`src/verilog/frds_pkg.sv`:
```
`default_nettype none
package frds_pkg;
    localparam int unsigned FRDS_CLK_HZ = 40_000_000;
    localparam int unsigned FRDS_CYC_PER_MS = FRDS_CLK_HZ / 1000;
    localparam logic [7:0] FRDS_CFG_RESET = 8'h00;
    localparam int unsigned FRDS_RESP_LSB = 6;
    localparam int unsigned FRDS_RETRY_LSB = 3;
    localparam int unsigned FRDS_DELAY_LSB = 0;
    localparam logic [2:0] FRDS_RETRY_INF = 3'h7;
    localparam int unsigned FRDS_DLY1_BASE_MS = 10;
    // second delay table in ms, indexed by delay code
    localparam int unsigned FRDS_DLY2_MS [8] = '{252, 558, 924, 1260, 1596, 1932, 2268, 2604};

    typedef enum logic [1:0] {
        FRDS_RESP_IGNORE = 2'h0,
        FRDS_RESP_DELAY = 2'h1,
        FRDS_RESP_SHUT = 2'h2,
        FRDS_RESP_WAIT = 2'h3
    } frds_resp_t;

    // output_overvoltage_fault_response layout
    typedef struct packed {
        frds_resp_t resp;
        logic [2:0] retry;
        logic [2:0] delay;
    } frds_cfg_t;

    // gray coded along run -> pending -> off -> lock
    typedef enum logic [1:0] {
        FRDS_RUN = 2'b00,
        FRDS_PEND = 2'b01,
        FRDS_OFF = 2'b11,
        FRDS_LOCK = 2'b10
    } frds_state_t;
endpackage
`default_nettype wire

```
`src/verilog/frds_seq.sv`:
```
`timescale 1ns/1ps
`default_nettype none
module frds_seq #(
    parameter int unsigned CYC_PER_MS = frds_pkg::FRDS_CYC_PER_MS  // clock cycles per millisecond
) (
    input wire logic mclk,                      // system clock, 40 MHz
    input wire logic sys_rst,                   // synchronous reset, active high
    input wire frds_pkg::frds_cfg_t cfg,        // output_overvoltage_fault_response value
    input wire logic fault_det,                 // overvoltage fault from monitor
    output logic out_en,                        // power stage enable
    output logic latched_off,                   // retries exhausted, held off
    output frds_pkg::frds_state_t state         // sequencer state
);
    import frds_pkg::*;

    frds_state_t st_q, st_d;
    logic [31:0] tmr_q, tmr_d;
    logic [2:0] left_q, left_d;
    logic en_q, lat_q;

    // delay lengths in cycles; first delay doubles per code step
    // first delay
    wire [31:0] dly1_cyc = 32'(FRDS_DLY1_BASE_MS * CYC_PER_MS) << cfg.delay;
    wire [31:0] dly2_cyc = 32'(FRDS_DLY2_MS[cfg.delay] * CYC_PER_MS);
    // the timer is a plain down counter; done one cycle early so the
    // transition lands on the edge that completes the programmed length
    // limitation: a delay code written mid-sequence only applies at the next load
    wire tmr_done = (tmr_q <= 32'h0000_0001);
    wire unlimited = (cfg.retry == FRDS_RETRY_INF);
    wire retry_ok = unlimited || (left_q != 3'h0);

    // next-state logic; timer counts down in every state until it reaches zero
    always_comb begin
        st_d = st_q;
        tmr_d = (tmr_q != 32'h0000_0000) ? tmr_q - 32'h0000_0001 : tmr_q;
        left_d = left_q;
        case (st_q)
            FRDS_RUN: begin
                if (fault_det) begin
                    case (cfg.resp)
                        FRDS_RESP_DELAY: begin
                            st_d = FRDS_PEND;
                            tmr_d = dly1_cyc;
                        end
                        FRDS_RESP_SHUT: begin
                            st_d = FRDS_OFF;
                            tmr_d = dly2_cyc;
                        end
                        FRDS_RESP_WAIT: begin
                            st_d = FRDS_OFF;
                            tmr_d = 32'h0000_0000;
                        end
                        default: st_d = FRDS_RUN;
                    endcase
                end
            end
            FRDS_PEND: begin
                if (!fault_det) begin
                    st_d = FRDS_RUN;
                end else if (tmr_done) begin
                    st_d = FRDS_OFF;
                    tmr_d = dly2_cyc;
                end
            end
            FRDS_OFF: begin
                if (cfg.resp == FRDS_RESP_WAIT) begin
                    if (!fault_det) begin
                        st_d = FRDS_RUN;
                    end
                end else if (tmr_done) begin
                    if (!fault_det) begin
                        st_d = FRDS_RUN;
                        left_d = cfg.retry;
                    end else if (retry_ok) begin
                        // attempt while fault present; counts one unless retry is unlimited
                        tmr_d = dly2_cyc;
                        if (!unlimited) begin
                            left_d = left_q - 3'h1;
                        end
                    end else begin
                        st_d = FRDS_LOCK;
                    end
                end
            end
            FRDS_LOCK: st_d = FRDS_LOCK;  // only reset leaves, per latch semantics
            default: st_d = FRDS_RUN;
        endcase
    end

    // reset clears latched fault
    // the enable is registered from the next state so the power stage sees a
    // glitch-free level; the price is that it trails the state by nothing, not a cycle
    // the idle reload keeps a fresh fault from inheriting a spent retry count
    always_ff @(posedge mclk) begin
        if (sys_rst) begin
            st_q <= FRDS_RUN;
            tmr_q <= 32'h0000_0000;
            left_q <= 3'h0;
            en_q <= 1'b0;
            lat_q <= 1'b0;
        end else begin
            st_q <= st_d;
            tmr_q <= tmr_d;
            left_q <= (st_q == FRDS_RUN && st_d == FRDS_RUN) ? cfg.retry : left_d;
            en_q <= (st_d == FRDS_RUN) || (st_d == FRDS_PEND);
            lat_q <= (st_d == FRDS_LOCK);
        end
    end

    assign out_en = en_q;
    assign latched_off = lat_q;
    assign state = st_q;

    lock_holds_a: assert property (@(posedge mclk) disable iff (sys_rst)
        (st_q == FRDS_LOCK) |=> (st_q == FRDS_LOCK) && !out_en) else $error("latched off left");
    // shutdown mode disables in one cycle
    shut_fast_a: assert property (@(posedge mclk) disable iff (sys_rst)
        (st_q == FRDS_RUN && fault_det && cfg.resp == FRDS_RESP_SHUT) |=> !out_en) else $error("no shutdown");
    ignore_run_a: assert property (@(posedge mclk) disable iff (sys_rst)
        (st_q == FRDS_RUN && cfg.resp == FRDS_RESP_IGNORE) |=> st_q == FRDS_RUN) else $error("ignore acted");
    wait_clear_a: assert property (@(posedge mclk) disable iff (sys_rst)
        (st_q == FRDS_OFF && cfg.resp == FRDS_RESP_WAIT && !fault_det) |=> out_en) else $error("no reenable");
    pend_on_a: assert property (@(posedge mclk) disable iff (sys_rst)
        (st_q == FRDS_PEND) |-> out_en) else $error("off in first delay");
    unlim_nolock_a: assert property (@(posedge mclk) disable iff (sys_rst)
        (st_q == FRDS_OFF && cfg.retry == FRDS_RETRY_INF && cfg.resp != FRDS_RESP_WAIT) |=> st_q != FRDS_LOCK)
        else $error("unlimited latched");
    off_low_a: assert property (@(posedge mclk) disable iff (sys_rst)
        (st_q == FRDS_OFF) |=> !out_en || st_q == FRDS_RUN) else $error("on while off");
    reload_a: assert property (@(posedge mclk) disable iff (sys_rst)
        (st_q == FRDS_OFF && st_d == FRDS_RUN && cfg.resp != FRDS_RESP_WAIT) |=> left_q == $past(cfg.retry))
        else $error("no reload");

    // cycles since the last timer load; restarted by a state change or by tmr_done, so the spacing checks still use the timer
    // for their trigger: a wrong load value shows up as a length mismatch, a stuck decrement never raises tmr_done
    logic [31:0] gap_q;
    wire gap_restart = (st_d != st_q) || tmr_done;
    always_ff @(posedge mclk) begin
        if (sys_rst) begin
            gap_q <= 32'h0000_0000;
        end else begin
            gap_q <= gap_restart ? 32'h0000_0000 : gap_q + 32'h0000_0001;
        end
    end

    spacing_len_a: assert property (@(posedge mclk) disable iff (sys_rst)
        (st_q == FRDS_OFF && cfg.resp != FRDS_RESP_WAIT && tmr_done) |-> gap_q == dly2_cyc - 32'h0000_0001)
        else $error("attempt spacing wrong");
    dly1_len_a: assert property (@(posedge mclk) disable iff (sys_rst)
        (st_q == FRDS_PEND && fault_det && tmr_done) |-> gap_q == dly1_cyc - 32'h0000_0001)
        else $error("first delay wrong");
    dly1_load_a: assert property (@(posedge mclk) disable iff (sys_rst)
        (st_q == FRDS_RUN && fault_det && cfg.resp == FRDS_RESP_DELAY) |=> st_q == FRDS_PEND && tmr_q == $past(dly1_cyc))
        else $error("first delay not loaded");
    pend_wait_a: assert property (@(posedge mclk) disable iff (sys_rst)
        (st_q == FRDS_PEND && fault_det && !tmr_done) |=> st_q == FRDS_PEND) else $error("left pending early");
    pend_drop_a: assert property (@(posedge mclk) disable iff (sys_rst)
        (st_q == FRDS_PEND && !fault_det) |=> st_q == FRDS_RUN && out_en) else $error("pending not dropped");
    pend_off_a: assert property (@(posedge mclk) disable iff (sys_rst)
        (st_q == FRDS_PEND && fault_det && tmr_done) |=> st_q == FRDS_OFF && tmr_q == $past(dly2_cyc))
        else $error("spacing not loaded");
    shut_load_a: assert property (@(posedge mclk) disable iff (sys_rst)
        (st_q == FRDS_RUN && fault_det && cfg.resp == FRDS_RESP_SHUT) |=> tmr_q == $past(dly2_cyc))
        else $error("shutdown spacing wrong");
    shut_state_a: assert property (@(posedge mclk) disable iff (sys_rst)
        (st_q == FRDS_RUN && fault_det && cfg.resp == FRDS_RESP_SHUT) |=> st_q == FRDS_OFF)
        else $error("shutdown not off");
    off_wait_a: assert property (@(posedge mclk) disable iff (sys_rst)
        (st_q == FRDS_OFF && cfg.resp != FRDS_RESP_WAIT && !tmr_done) |=> st_q == FRDS_OFF)
        else $error("off left early");
    attempt_space_a: assert property (@(posedge mclk) disable iff (sys_rst)
        (st_q == FRDS_OFF && cfg.resp != FRDS_RESP_WAIT && tmr_done && fault_det && retry_ok)
        |=> st_q == FRDS_OFF && tmr_q == $past(dly2_cyc)) else $error("attempt not spaced");
    retry_count_a: assert property (@(posedge mclk) disable iff (sys_rst)
        (st_q == FRDS_OFF && cfg.resp != FRDS_RESP_WAIT && tmr_done && fault_det && retry_ok && !unlimited)
        |=> left_q == $past(left_q) - 3'h1) else $error("retry not counted");
    lock_entry_a: assert property (@(posedge mclk) disable iff (sys_rst)
        $rose(st_q == FRDS_LOCK) |-> $past(fault_det) && $past(left_q) == 3'h0 && !$past(unlimited))
        else $error("locked too soon");
    lock_flag_a: assert property (@(posedge mclk) disable iff (sys_rst)
        (st_q == FRDS_LOCK) |-> latched_off) else $error("lock flag low");
    wait_hold_a: assert property (@(posedge mclk) disable iff (sys_rst)
        (st_q == FRDS_OFF && cfg.resp == FRDS_RESP_WAIT && fault_det) |=> st_q == FRDS_OFF && !out_en)
        else $error("wait mode released");
    idle_reload_a: assert property (@(posedge mclk) disable iff (sys_rst)
        (st_q == FRDS_RUN && st_d == FRDS_RUN) |=> left_q == $past(cfg.retry)) else $error("idle no reload");
    rst_clear_a: assert property (@(posedge mclk)
        sys_rst |=> st_q == FRDS_RUN && !latched_off && !out_en) else $error("reset not cleared");
endmodule // frds_seq
`default_nettype wire

```
`config.mk`:
```
export PLATFORM = sky130hd
export DESIGN_NAME = frds_seq
export DESIGN_NICKNAME = d
export VERILOG_FILES = /design/src/verilog/frds_pkg.sv /design/src/verilog/frds_seq.sv
export SDC_FILE = /design/constraint.sdc
export NUM_CORES = 1
export LEC_CHECK = 0
export ABC_AREA = 0
export BUFFER_PORTS_ARGS = -buffer_cell sky130_fd_sc_hd__buf_4
export CAP_MARGIN = 10
export CORE_MARGIN = 2
export CORE_UTILIZATION = 35
export DETAILED_ROUTE_END_ITERATION = 16
export GPL_ROUTABILITY_DRIVEN = 1
export PLACE_DENSITY_LB_ADDON = 0.1
export SYNTH_ARGS = -nofsm -noshare
export SYNTH_HDL_FRONTEND = slang
export SYNTH_SLANG_ARGS = --single-unit
```
`constraint.sdc`:
```
create_clock -name mclk -period 10.19 [get_ports mclk]
set_input_delay 1.019 -clock mclk [delete_from_list [all_inputs] [get_ports mclk]]
set_output_delay 1.019 -clock mclk [all_outputs]
set_load 0.05 [all_outputs]
```
# Word-level counts from Yosys, hierarchy flattened

Memory sizes are Yosys's and may differ from the RTL's.
Index checks and enable logic that the tools add are counted.

Order comparisons: 2
Bitwise gates (word level): 1
Equality and inequality tests: 12
Muxes and demuxes: 29
$mul: 1
Shift operators: 1
Add/subtract/negate cells: 2
Reductions and logical operators: 11

Operators with widths:

| operator                                                                           | number |
|---|---|
| 32-bit 2-to-1 mux                                                                  | 10 |
| 32-bit one-hot mux with 3 select lines                                             | 2 |
| 32-bit by 1-bit less-or-equal comparator with 1-bit output (second input constant) | 1 |
| 32-bit by 10-bit multiplier with 26-bit output (second input constant)             | 1 |
| 32-bit nonzero test                                                                | 1 |
| 19-bit by 3-bit left shift with 32-bit output (first input constant)               | 1 |
| 32-bit by 1-bit subtractor with 32-bit output (second input constant)              | 1 |
| 3-bit 2-to-1 mux                                                                   | 7 |
| 2-bit 2-to-1 mux                                                                   | 8 |
| 2-bit equality test (second input constant)                                        | 5 |
| 2-bit one-hot mux with 4 select lines                                              | 1 |
| 2-bit by 1-bit equality test with 1-bit output (second input constant)             | 3 |
| 5-bit AND reduction                                                                | 1 |
| 4-bit greater-or-equal comparator (second input constant)                          | 1 |
| 2-bit logical NOT                                                                  | 2 |
| 3-bit inverter with 4-bit output                                                   | 1 |
| 2-bit one-hot mux with 2 select lines                                              | 1 |
| 2-bit nonzero test                                                                 | 2 |
| 3-bit equality test (second input constant)                                        | 1 |
| 3-bit by 1-bit inequality test with 1-bit output (second input constant)           | 1 |
| 3-bit by 2-bit inequality test with 1-bit output (second input constant)           | 1 |
| 3-bit nonzero test                                                                 | 1 |
| 3-bit by 1-bit subtractor with 3-bit output (second input constant)                | 1 |
| 1-bit logical OR                                                                   | 2 |
| 3 further kinds                                                                    | 3 |

Word-level logic and storage cells: 65
Output and inout bits: 4
Flip-flop bits (word level): 39
Memories: 1
Bits in read-only memories: 256

Memory list:

| name            | words | width | rd ports | clocked after Yosys merged registers in | wr ports | RTL line       | source |
|---|---|---|---|---|---|---|---|
| (no name shown) | 8     | 32    | 1        | 0                                       | 0        | frds_seq.sv:24 | `wire [31:0] dly2_cyc = 32'(FRDS_DLY2_MS[cfg.delay] * CYC_PER_MS);` |

# Longest topological paths before layout

Gate-level depths: netlist of run 1.

Depth after elaboration: 11
Mapped depth: 22
Depth with buffers taken out: 21

# Least setup slack after synthesis of run 1

OpenSTA, ideal clock, no wires.

Path type: input to register
Start point: input cfg[0] in the netlist's numbering
End point: register tmr_q[27]
Arrival: 5.689 ns
Cell stages on the path: 20
Setup slack: 4.378 ns
Cell sequence: clkbuf_1 inv_1 ha_1 inv_1 a21oi_1 fa_1 ha_1 inv_1 fa_1 inv_1 ha_1 ha_1 ha_1 nand2_1 o32ai_1 a21oi_1 o21ai_0 o41a_1 xor2_1 o22ai_1

Longest elaborated chain between the ends: 10

RTL lines:

| what                                                   | RTL line        | source |
|---|---|---|
| start, declared                                        | frds_seq.sv:8   | `input wire frds_pkg::frds_cfg_t cfg,` |
| 3-bit inverter with 4-bit output (not written as such) | frds_seq.sv:24  |  |
| memory read 8 x 32 bit                                 | -               |  |
| 32-bit 2-to-1 mux (not written as such) (2 in series)  | frds_seq.sv:24  |  |
| 32-bit by 10-bit multiplier with 26-bit output         | frds_seq.sv:24  |  |
| 32-bit 2-to-1 mux                                      | frds_seq.sv:74  | `end else if (retry_ok) begin` |
| 32-bit 2-to-1 mux                                      | frds_seq.sv:71  | `if (!fault_det) begin` |
| 32-bit 2-to-1 mux                                      | frds_seq.sv:70  | `end else if (tmr_done) begin` |
| 32-bit 2-to-1 mux                                      | frds_seq.sv:66  | `if (cfg.resp == FRDS_RESP_WAIT) begin` |
| 32-bit one-hot mux with 3 select lines (*)             | frds_seq.sv:37  | `case (st_q)` |
| end signal, assigned                                   | frds_seq.sv:103 | `tmr_q <= tmr_d;` |
| end, declared                                          | frds_seq.sv:17  | `logic [31:0] tmr_q, tmr_d;` |

Mark *: on every way between the ends. The rest lies on a longest branch, timed or not. The select of a mux whose other input is x is not followed.
A chain may end at the register's enable or synchronous reset.

# Final worst setup path of run 1

Start point: input cfg[2] in the netlist's numbering
End point: register tmr_q[25]

Same word-level chain as after synthesis.

==> impl.org, run 1 <==
** Power and ir drop
- VDD sags by at most 0.000186 V.
- In this run the static leakage power is 1.96 nW.
- Power Density :: 234 mW/mm2

** Setup path
- Critical register-to-register path startpoint :: tmr_q[4]
- STA classifies the critical path endpoint as a flop.
- The number of cells on the worst reg-to-reg path is 6.
- In this run the worst path has a maximum fanout of 29.
- STA classifies the critical path startpoint as a primary input.
- The worst setup path is of the primary input to flop kind.
- For this run, the slowest stage of the critical path takes 0.76 ns.
- Counting stages on the worst path, the most repeated cell is sky130_fd_sc_hd__ha_1.
- Highest-delay cell along the critical path :: sky130_fd_sc_hd__a21oi_1
- Origin of the worst setup path :: cfg[2]
- End of the worst register-to-register path :: tmr_q[15]
- Critical Path RT :: 10.33 ns
- Cell-by-cell listing of the critical path :: buf_4, clkinv_1, nand2_1, inv_1, a21oi_1, fa_1, ha_1, inv_1, fa_1, inv_1, ha_1, ha_1, ha_1, nand2_1, o32ai_1, a21oi_1, o21ai_0, nor2_1, xor2_1, o221ai_1
- Following the worst setup path forward leads to its endpoint at tmr_q[25].
- Register-to-register path setup slack :: 7.07 ns
- STA puts the critical path data arrival time at 6.41 ns.

** Final layout
- After the last flow step, the layout net total stands at 601.
- Ratio of cells with drive above 1 in the final layout :: 0.0795
- Leaving out fill and tap cells, the most frequent cell in the layout is sky130_fd_sc_hd__ha_1.
- The area growth from synthesis to layout is 8.12%.
- Finished Cell Area :: 0.00450 mm2
- Filler Cell Count :: 1190
- In the layout the commonest cells are 64 x sky130_fd_sc_hd__ha_1, 50 x sky130_fd_sc_hd__inv_1, 49 x sky130_fd_sc_hd__nor2_1, 39 x sky130_fd_sc_hd__dfxtp_1.
- Diodes inserted :: 0

** Placed design
- Port Buf Inserts :: 14
- The placed instances occupy a cell area of 0.00435 mm2.
- Once detailed placement completed, the half-perimeter wirelength came to 8.91 mm.
- The congestion estimate from routability-driven global placement came to 0.827.

** Floorplan
- I/O pin total :: 15
- The die covers 0.0128 mm2.
- Width of the die :: 113 um
- In this run the standard cell core region covers 0.0115 mm2.
- For this configuration, the core starts out at a cell density of 0.361.
- Height of the chip :: 113 um
- The floorplan has 39 rows.

** CTS
- Clock slew at the register clock pins of the worst setup and hold paths :: 0.06 ns
- The clock passes through at most 2 buffers.
- Clock Tree Root :: sky130_fd_sc_hd__clkbuf_16
- Post-CTS timing repair inserted 0 buffers for setup.
- After clock tree synthesis, the flow added hold-fix buffers numbering 0.
- TritonCTS built the clock tree.
- The H-tree generated during clock tree synthesis spans 2 levels.
- Later-pin clock latency in the skew report :: 0.29 ns
- The number of gates resized after CTS was 0.
- The clock net in this run drives a total of 39 sinks.
- Number of buffers added by the clock tree synthesis step :: 5

** Synthesis
- Net Count, Synth :: 595
- Yosys warnings :: 0
- The cell count after synthesis came out at 509.
- Asr flop ratio synth :: 0
- Register area share after synthesis :: 0.188
- Post-synth EDFFs :: 0
- The synthesized netlist occupies a cell area of 0.00416 mm2.
- Post-Synthesis Mean Instance Area :: 8.18 um2
- Counting distinct cell types in the post-synthesis netlist gives 64.
- Leading register cell type out of synthesis :: sky130_fd_sc_hd__dfxtp_1
- Post-synthesis register bit count :: 39

** Global routing
- For this run, global-route usage on met2 was measured as 0.297.
- Overflow left after global routing :: 0
- In the global route stage, overall resource usage came out at 0.181.
- Pin count of the biggest net entering global routing :: 30
- In this run the most used layer during global routing was met2.
- Met1 track demand over resource :: 0.253
- Number of global-route vias before repair :: 3508
- The first global-routing pass estimated 18.3 mm of wire.
- In the global route stage, met3 resource usage came out at 0.0166.
- Antenna violations before repair :: 0

** Timing
- Hold is met by 0.496 ns.
- Fmax achieved :: 159 MHz
- Setup repair after global routing missed its margin :: false
- The number of pins with negative max-slew slack in the final report came to 0.
- Worst-margin pin slew :: 0.959 ns
- Share of the clock period used by the worst path after layout :: 0.616
- Setup violations remaining at the end of the flow were counted as 0.
- The number of hold violations in the final report came to 0.
- The clock arrives with 0.0138 ns of skew.
- Setup TNS after final layout :: 0 ns
- Slew HR :: 0.361
- Time the worst path needs with I/O delays and setup :: 6.28 ns

** Route
- Starting DRC count in detailed routing :: 201
- Wires add up to 10.9 mm.
- Once detail routing completed, the nets flagged for antenna violations numbered 0.
- After detailed routing, the average wire length per cell comes to 16.5 um.
- Number of search-and-repair iterations in the first detailed-routing pass :: 4
- The detailed router placed 3527 vias in this run.
- After detailed routing, the number of remaining DRC violations is 0.
- After detailed routing, the number of vias per cell comes to 5.35.

** Flow run
- Max cap viols :: 0

** Status
- Outcome :: completed

** Hold path
- The tightest min-delay check is of the flop to flop type.
[final cells by class]
cell class	count	area, um2	area share
multi-input cells	404	3100	0.689
repair buffers	14	105	0.0234
clock buffers	5	125	0.0278
well taps	143	179	0.0398
inverters	51	191	0.0425
clock inverters	3	20.0	0.00445
flip-flops and latches	39	781	0.174
[registers in the layout (all words and copies together) (netlist names)]
signal       count
tmr_q           32
left_q           3
state            2
latched_off      1
out_en           1
[cells in the mapped netlist, types with 4 or more instances]
cell | count | area [um2]
sky130_fd_sc_hd__fa_1 | 11 | 220
sky130_fd_sc_hd__o21ai_0 | 20 | 100
sky130_fd_sc_hd__o22ai_1 | 9 | 56.3
sky130_fd_sc_hd__xnor2_1 | 24 | 210
sky130_fd_sc_hd__nand3_1 | 15 | 75.1
sky130_fd_sc_hd__a21oi_1 | 30 | 150
sky130_fd_sc_hd__nor3_1 | 11 | 55.1
sky130_fd_sc_hd__buf_6 | 4 | 45.0
sky130_fd_sc_hd__a21boi_0 | 5 | 37.5
sky130_fd_sc_hd__mux2i_1 | 5 | 50.1
sky130_fd_sc_hd__nand2_1 | 30 | 113
sky130_fd_sc_hd__o211ai_1 | 7 | 52.6
sky130_fd_sc_hd__nor2b_1 | 7 | 43.8
sky130_fd_sc_hd__nand2b_1 | 5 | 31.3
sky130_fd_sc_hd__nor2_1 | 49 | 184
sky130_fd_sc_hd__or3_1 | 6 | 37.5
sky130_fd_sc_hd__a22oi_1 | 7 | 52.6
sky130_fd_sc_hd__o221ai_1 | 4 | 35.0
sky130_fd_sc_hd__a21o_1 | 6 | 45.0
sky130_fd_sc_hd__clkbuf_1 | 9 | 33.8
sky130_fd_sc_hd__inv_1 | 50 | 188
sky130_fd_sc_hd__nor4_1 | 12 | 75.1
sky130_fd_sc_hd__ha_1 | 64 | 801
sky130_fd_sc_hd__xor2_1 | 19 | 166
sky130_fd_sc_hd__dfxtp_1 | 39 | 781
[stage by stage]
step            util  std cells  setup slack, ns  power (W)
3_5_place_dp   0.378        651             3.60   0.000893
4_1_cts        0.391        659             3.89    0.00106
2_1_floorplan      -        509             4.38   0.000733
5_1_grt        0.391        659             3.50    0.00116
3_3_place_gp   0.378        651             3.63   0.000889
6_report       0.391        659             3.91    0.00105
[layer usage]
| metal | wire length, um | vias to the layer above | part of all wire |
|---|---|---|---|
| met3 | 267 | 12 | 0.025 |
| li1 | - | 1816 | - |
| met1 | 5400 | 1651 | 0.50 |
| met2 | 5040 | 48 | 0.46 |
| met5 | 0 | - | 0 |
| met4 | 186 | 0 | 0.017 |
[where the power goes]
part           switching (W)  internal, W
clock              0.0000663    0.0000903
sequential         0.0000358     0.000188
combinational       0.000406     0.000266
total               0.000508     0.000545
[how the worst min path moves through the flow]
stage	start	to	slack, ns	cells past startpoint
finish	tmr_q[3]	tmr_q[3]	0.50	2
global route	tmr_q[3]	tmr_q[3]	0.52	2
CTS	tmr_q[3]	tmr_q[3]	0.50	2
detailed placement	tmr_q[3]	tmr_q[3]	0.49	2
global placement	tmr_q[3]	tmr_q[3]	0.47	2
floorplan	tmr_q[3]	tmr_q[3]	0.45	2
[cell families (layout without fill, tap and decap cells)]
| family | Yosys count | after routing | share of synthesized area |
|---|---|---|---|
| and+or+nand+nor | 164 | 164 | 0.204 |
| AOI/OAI and AO/OA | 116 | 116 | 0.189 |
| adders and majority gates | 75 | 75 | 0.245 |
| buffers and inverters | 66 | 73 | 0.0679 |
| xor gates and xnor gates | 43 | 43 | 0.0905 |
| DFF | 39 | 39 | 0.188 |
| muxes | 6 | 6 | 0.0147 |
[worst max-delay path, delay by kind of cell]
family                   cells  cell delay (ns)
AO/OA/AOI/OAI                5             1.61
buffers and inverters        5             0.84
adder cells (fa/ha/maj)      6             2.33
XOR/XNOR                     1             0.20
AND/OR/NAND/NOR              3             0.38
Note: power is estimated with default switching activity, not from simulation.
==> run 2: changes to the inputs <==
Settings changed: ABC_AREA 0 to 1.
Clock period 10.19 ns to 6.55 ns, I/O delays scaled along.
==> run 2 against run 1 <==
Effect of this change:
- synthesized cell count rose by 50%
- combinational power increased to 2.9 times the previous value
- sequential share of layout area decreased by 2.6 points
- via count increased by 32%
- power is 150% higher
- count of clock-buffer cells in the layout up 1
- critical path type unchanged
- largest power group unchanged
- highest routed layer unchanged
==> impl.org, run 2 <==
** Final layout
- Largest Register :: tmr_q
- Area growth syn-to-layout :: 9.20%
- Commonest cells after routing, fill and taps aside :: 175 x sky130_fd_sc_hd__nand2_1, 122 x sky130_fd_sc_hd__inv_1, 107 x sky130_fd_sc_hd__nor2_1, 64 x sky130_fd_sc_hd__ha_1, 45 x sky130_fd_sc_hd__nand3_1
- Finished Cell Area :: 0.00529 mm2
- At the end of the flow, the number of nets in the layout was 863.
- Filler Cell Count :: 1480
- The register with the most flip-flops in the layout has 32 of them.
- Summing all flip-flop and latch instances after layout gives 781 um2.
- Most common cell after layout, fill and taps aside :: sky130_fd_sc_hd__nand2_1
- Finished Core Util :: 0.395
- 0 antenna diodes ended up in the layout.
- Ratio of cells with drive above 1 in the final layout :: 0.0758
- The multi-input combinational cells in the finished layout cover a total of 0.00351 mm2.

** Setup path
- Along the worst path, the maximum fanout reaches 9.
- For this run, the slowest stage of the critical path takes 0.53 ns.
- The worst setup path is launched from a primary input.
- Number of buffers and inverters on the critical path :: 7
- Most prevalent standard cell on the critical path :: sky130_fd_sc_hd__inv_1
- WS Path Type :: primary input to flop
- Gate family responsible for the most delay along the worst path :: adder cells
- CP Capture Type :: flop
- Arrival time worst endpoint :: 5.40 ns
- For the worst setup path, the data required time is 6.74 ns.
- Among all stages on the critical path, the largest delay is contributed by sky130_fd_sc_hd__fa_1.
- Register-to-register path setup slack :: 4.16 ns

** Global routing
- The first global-routing pass estimated 23.1 mm of wire.
- Number of global-route vias before repair :: 4573
- Overflow left after global routing :: 0
- Across every metal layer, demand over resource in global routing totals 0.196.
- The initial antenna violation count came to 0.
- Pin count of the biggest net entering global routing :: 21

** Synthesis
- In the synthesized netlist, the number of instances is 765.
- Yosys warnings :: 0
- Post-Synthesis Mean Instance Area :: 6.33 um2
- Counting distinct cell types in the post-synthesis netlist gives 44.
- Fraction of post-synthesis cell area in the top cell type by area :: 0.165
- Area of the mapped netlist :: 0.00484 mm2
- Counting flops and latches in the post-synthesis netlist gives 39.
- Asr flop ratio synth :: 0
- Counting every net in the synthesized netlist gives 851.
- Post-synth EDFFs :: 0
- Most instantiated cells after synthesis :: 175 x sky130_fd_sc_hd__nand2_1, 122 x sky130_fd_sc_hd__inv_1, 107 x sky130_fd_sc_hd__nor2_1
- Leading register cell type out of synthesis :: sky130_fd_sc_hd__dfxtp_1
- Ranked by total cell area, the synthesized netlist is headed by sky130_fd_sc_hd__ha_1 17%, sky130_fd_sc_hd__dfxtp_1 16%, sky130_fd_sc_hd__nand2_1 14%.
- Dominant cell by count in the synthesized netlist :: sky130_fd_sc_hd__nand2_1
- The biggest area contributor in the post-synthesis netlist is sky130_fd_sc_hd__ha_1.
- Of the synthesized area, sequential elements account for 0.161.

** CTS
- Buffers added to address setup during post-CTS repair amount to 0.
- Hold buffers post-CTS :: 0
- TritonCTS clock tree :: yes
- At the later pin of the worst-skew pair, clock insertion delay measures 0.29 ns.
- The root buffer cell chosen for the clock tree is sky130_fd_sc_hd__clkbuf_16.
- In this run the deepest clock path goes through 2 buffers.
- Post-CTS repair changed the size of 0 cells.
- The tree built by TritonCTS fans out to 39 sinks.
- Buffers inserted during clock tree synthesis total 5.
- Clock slew at the register clock pins of the worst setup and hold paths :: 0.06 ns
- The clock tree synthesis step divided the H-tree into 2 levels.

** Timing
- Setup repair after global routing left no endpoint under its margin.
- For the pin with the worst max-slew slack, the measured transition is 0.878 ns.
- Worst clock skew on the final layout :: 0.0129 ns
- Count of final max-slew check failures :: 0
- For the finished layout, the period the worst path requires is 5.21 ns.
- The number of hold violations in the final report is 0.
- Setup TNS after final layout :: 0 ns
- Slew HR :: 0.413
- Count of final setup violators :: 0
- Dividing the final minimum period by the clock period gives 0.795.
- Fmax achieved :: 192 MHz

** Power and ir drop
- Dividing total power by cell area gives a power density of 495 mW/mm2.
- Power Internal :: 0.00114 W
- Net switching fraction of the power :: 0.564
- Reg power frac :: 0.158
- VDD sags by at most 0.000175 V.
- In this run the power spent charging and discharging nets is 0.00148 W.
- Reported leakage power :: 2.81 nW
- Share of total power in the clock network :: 0.111
- Comb power frac :: 0.732

** Floorplan
- In this run the count of I/O pins placed on the die edge is 15.
- The floorplan has 42 rows.
- In this run the standard cell core region covers 0.0134 mm2.
- For this configuration, the core starts out at a cell density of 0.361.
- Height of the chip :: 122 um
- The floorplan step defined a die boundary enclosing 0.0148 mm2.
- The floorplan step set the die width to 122 um.

** Status
- Outcome :: completed

** Route
- After detailed routing, the average wire length per cell comes to 14.5 um.
- Post-Route WL :: 13.8 mm
- After detailed routing, the number of remaining DRC violations is 0.
- Routed vias :: 4645
- In this run the remaining antenna-violating nets after routing total 0.
- In the routed layout, each cell is associated on average with a via count of 4.87.
- The first routing iteration left 350 violations.
- The pre-antenna-repair detailed-routing pass consisted of 5 iterations.

** Placed design
- Detailed Place HPWL :: 11.6 mm
- Once placement finished, the instance area stood at 0.00511 mm2.
- Routability-driven placement finished with a final weighted congestion of 0.916.
- Port Buf Inserts :: 14

** Flow run
- Max cap viols :: 0

** Hold path
- Kind of path behind the tightest hold check :: flop to flop
## run 2: layer usage
layer  GRT usage  part of all wire  up-vias
met3      0.0211             0.026       13
met2       0.318              0.45       78
met5           0                 0        -
met4      0.0424             0.014        0
li1            -                 -     2463
met1       0.281              0.51     2091
## run 2: cell families after synthesis
kind of cell	after synthesis	synth area share
buf+inv	141	0.113
fa+ha+maj	75	0.211
compound gates	93	0.110
xor+xnor	29	0.0524
flops	39	0.161
simple gates	388	0.352
## run 2: worst reg2reg max path, stage by stage, from the launching register on
cell and delay [ns]:
sky130_fd_sc_hd__dfxtp_1 0.36, sky130_fd_sc_hd__inv_1 0.11, sky130_fd_sc_hd__ha_1 0.29, sky130_fd_sc_hd__nand2_1 0.12
sky130_fd_sc_hd__nor2_1 0.15, sky130_fd_sc_hd__nand2_2 0.10, sky130_fd_sc_hd__nor2_4 0.36, sky130_fd_sc_hd__nor2_2 0.08
sky130_fd_sc_hd__nand2_1 0.17, sky130_fd_sc_hd__xor2_1 0.25, sky130_fd_sc_hd__nand2_1 0.08, sky130_fd_sc_hd__nand2_1 0.06
sky130_fd_sc_hd__nand2_1 0.04, sky130_fd_sc_hd__nand2_1 0.05, sky130_fd_sc_hd__nand2_1 0.06
## run 2: per-stage QoR
stage / setup WS [ns] / power (W) / hold slack [ns] / std cells
after global placement: 1.12 / 0.00233 / 0.515 / 946
after floorplan: 1.67 / 0.00187 / 0.477 / 765
after global routing: 0.884 / 0.00293 / 0.548 / 954
after detailed placement: 1.08 / 0.00231 / 0.522 / 946
final: 1.34 / 0.00262 / 0.535 / 954
after CTS: 1.36 / 0.00262 / 0.534 / 954
## run 2: final timing paths
path | cells past startpoint | start | to
max reg2reg | 14 | tmr_q[0] | tmr_q[8]
min | 2 | tmr_q[5] | tmr_q[5]
max | 25 | cfg[0] | tmr_q[24]
min reg2reg | 2 | tmr_q[5] | tmr_q[5]
## run 2: final cells by class
cell class / count / area share
Clock buffer: 6 / 0.0263
Clock inverter: 2 / 0.00662
Inverter: 132 / 0.0937
Multi-Input combinational cell: 585 / 0.664
Sequential cell: 39 / 0.148
Tap cell: 176 / 0.0416
Timing Repair Buffer: 14 / 0.0199
## run 2: power groups by stage
stage | logic, W | clock network [W] | registers [W]
floorplan | 0.00146 | 0 | 0.000412
global placement | 0.00191 | 0 | 0.000417
detailed placement | 0.00189 | 0 | 0.000417
CTS | 0.00191 | 0.000295 | 0.000412
global route | 0.00219 | 0.000306 | 0.000427
finish | 0.00192 | 0.000290 | 0.000414
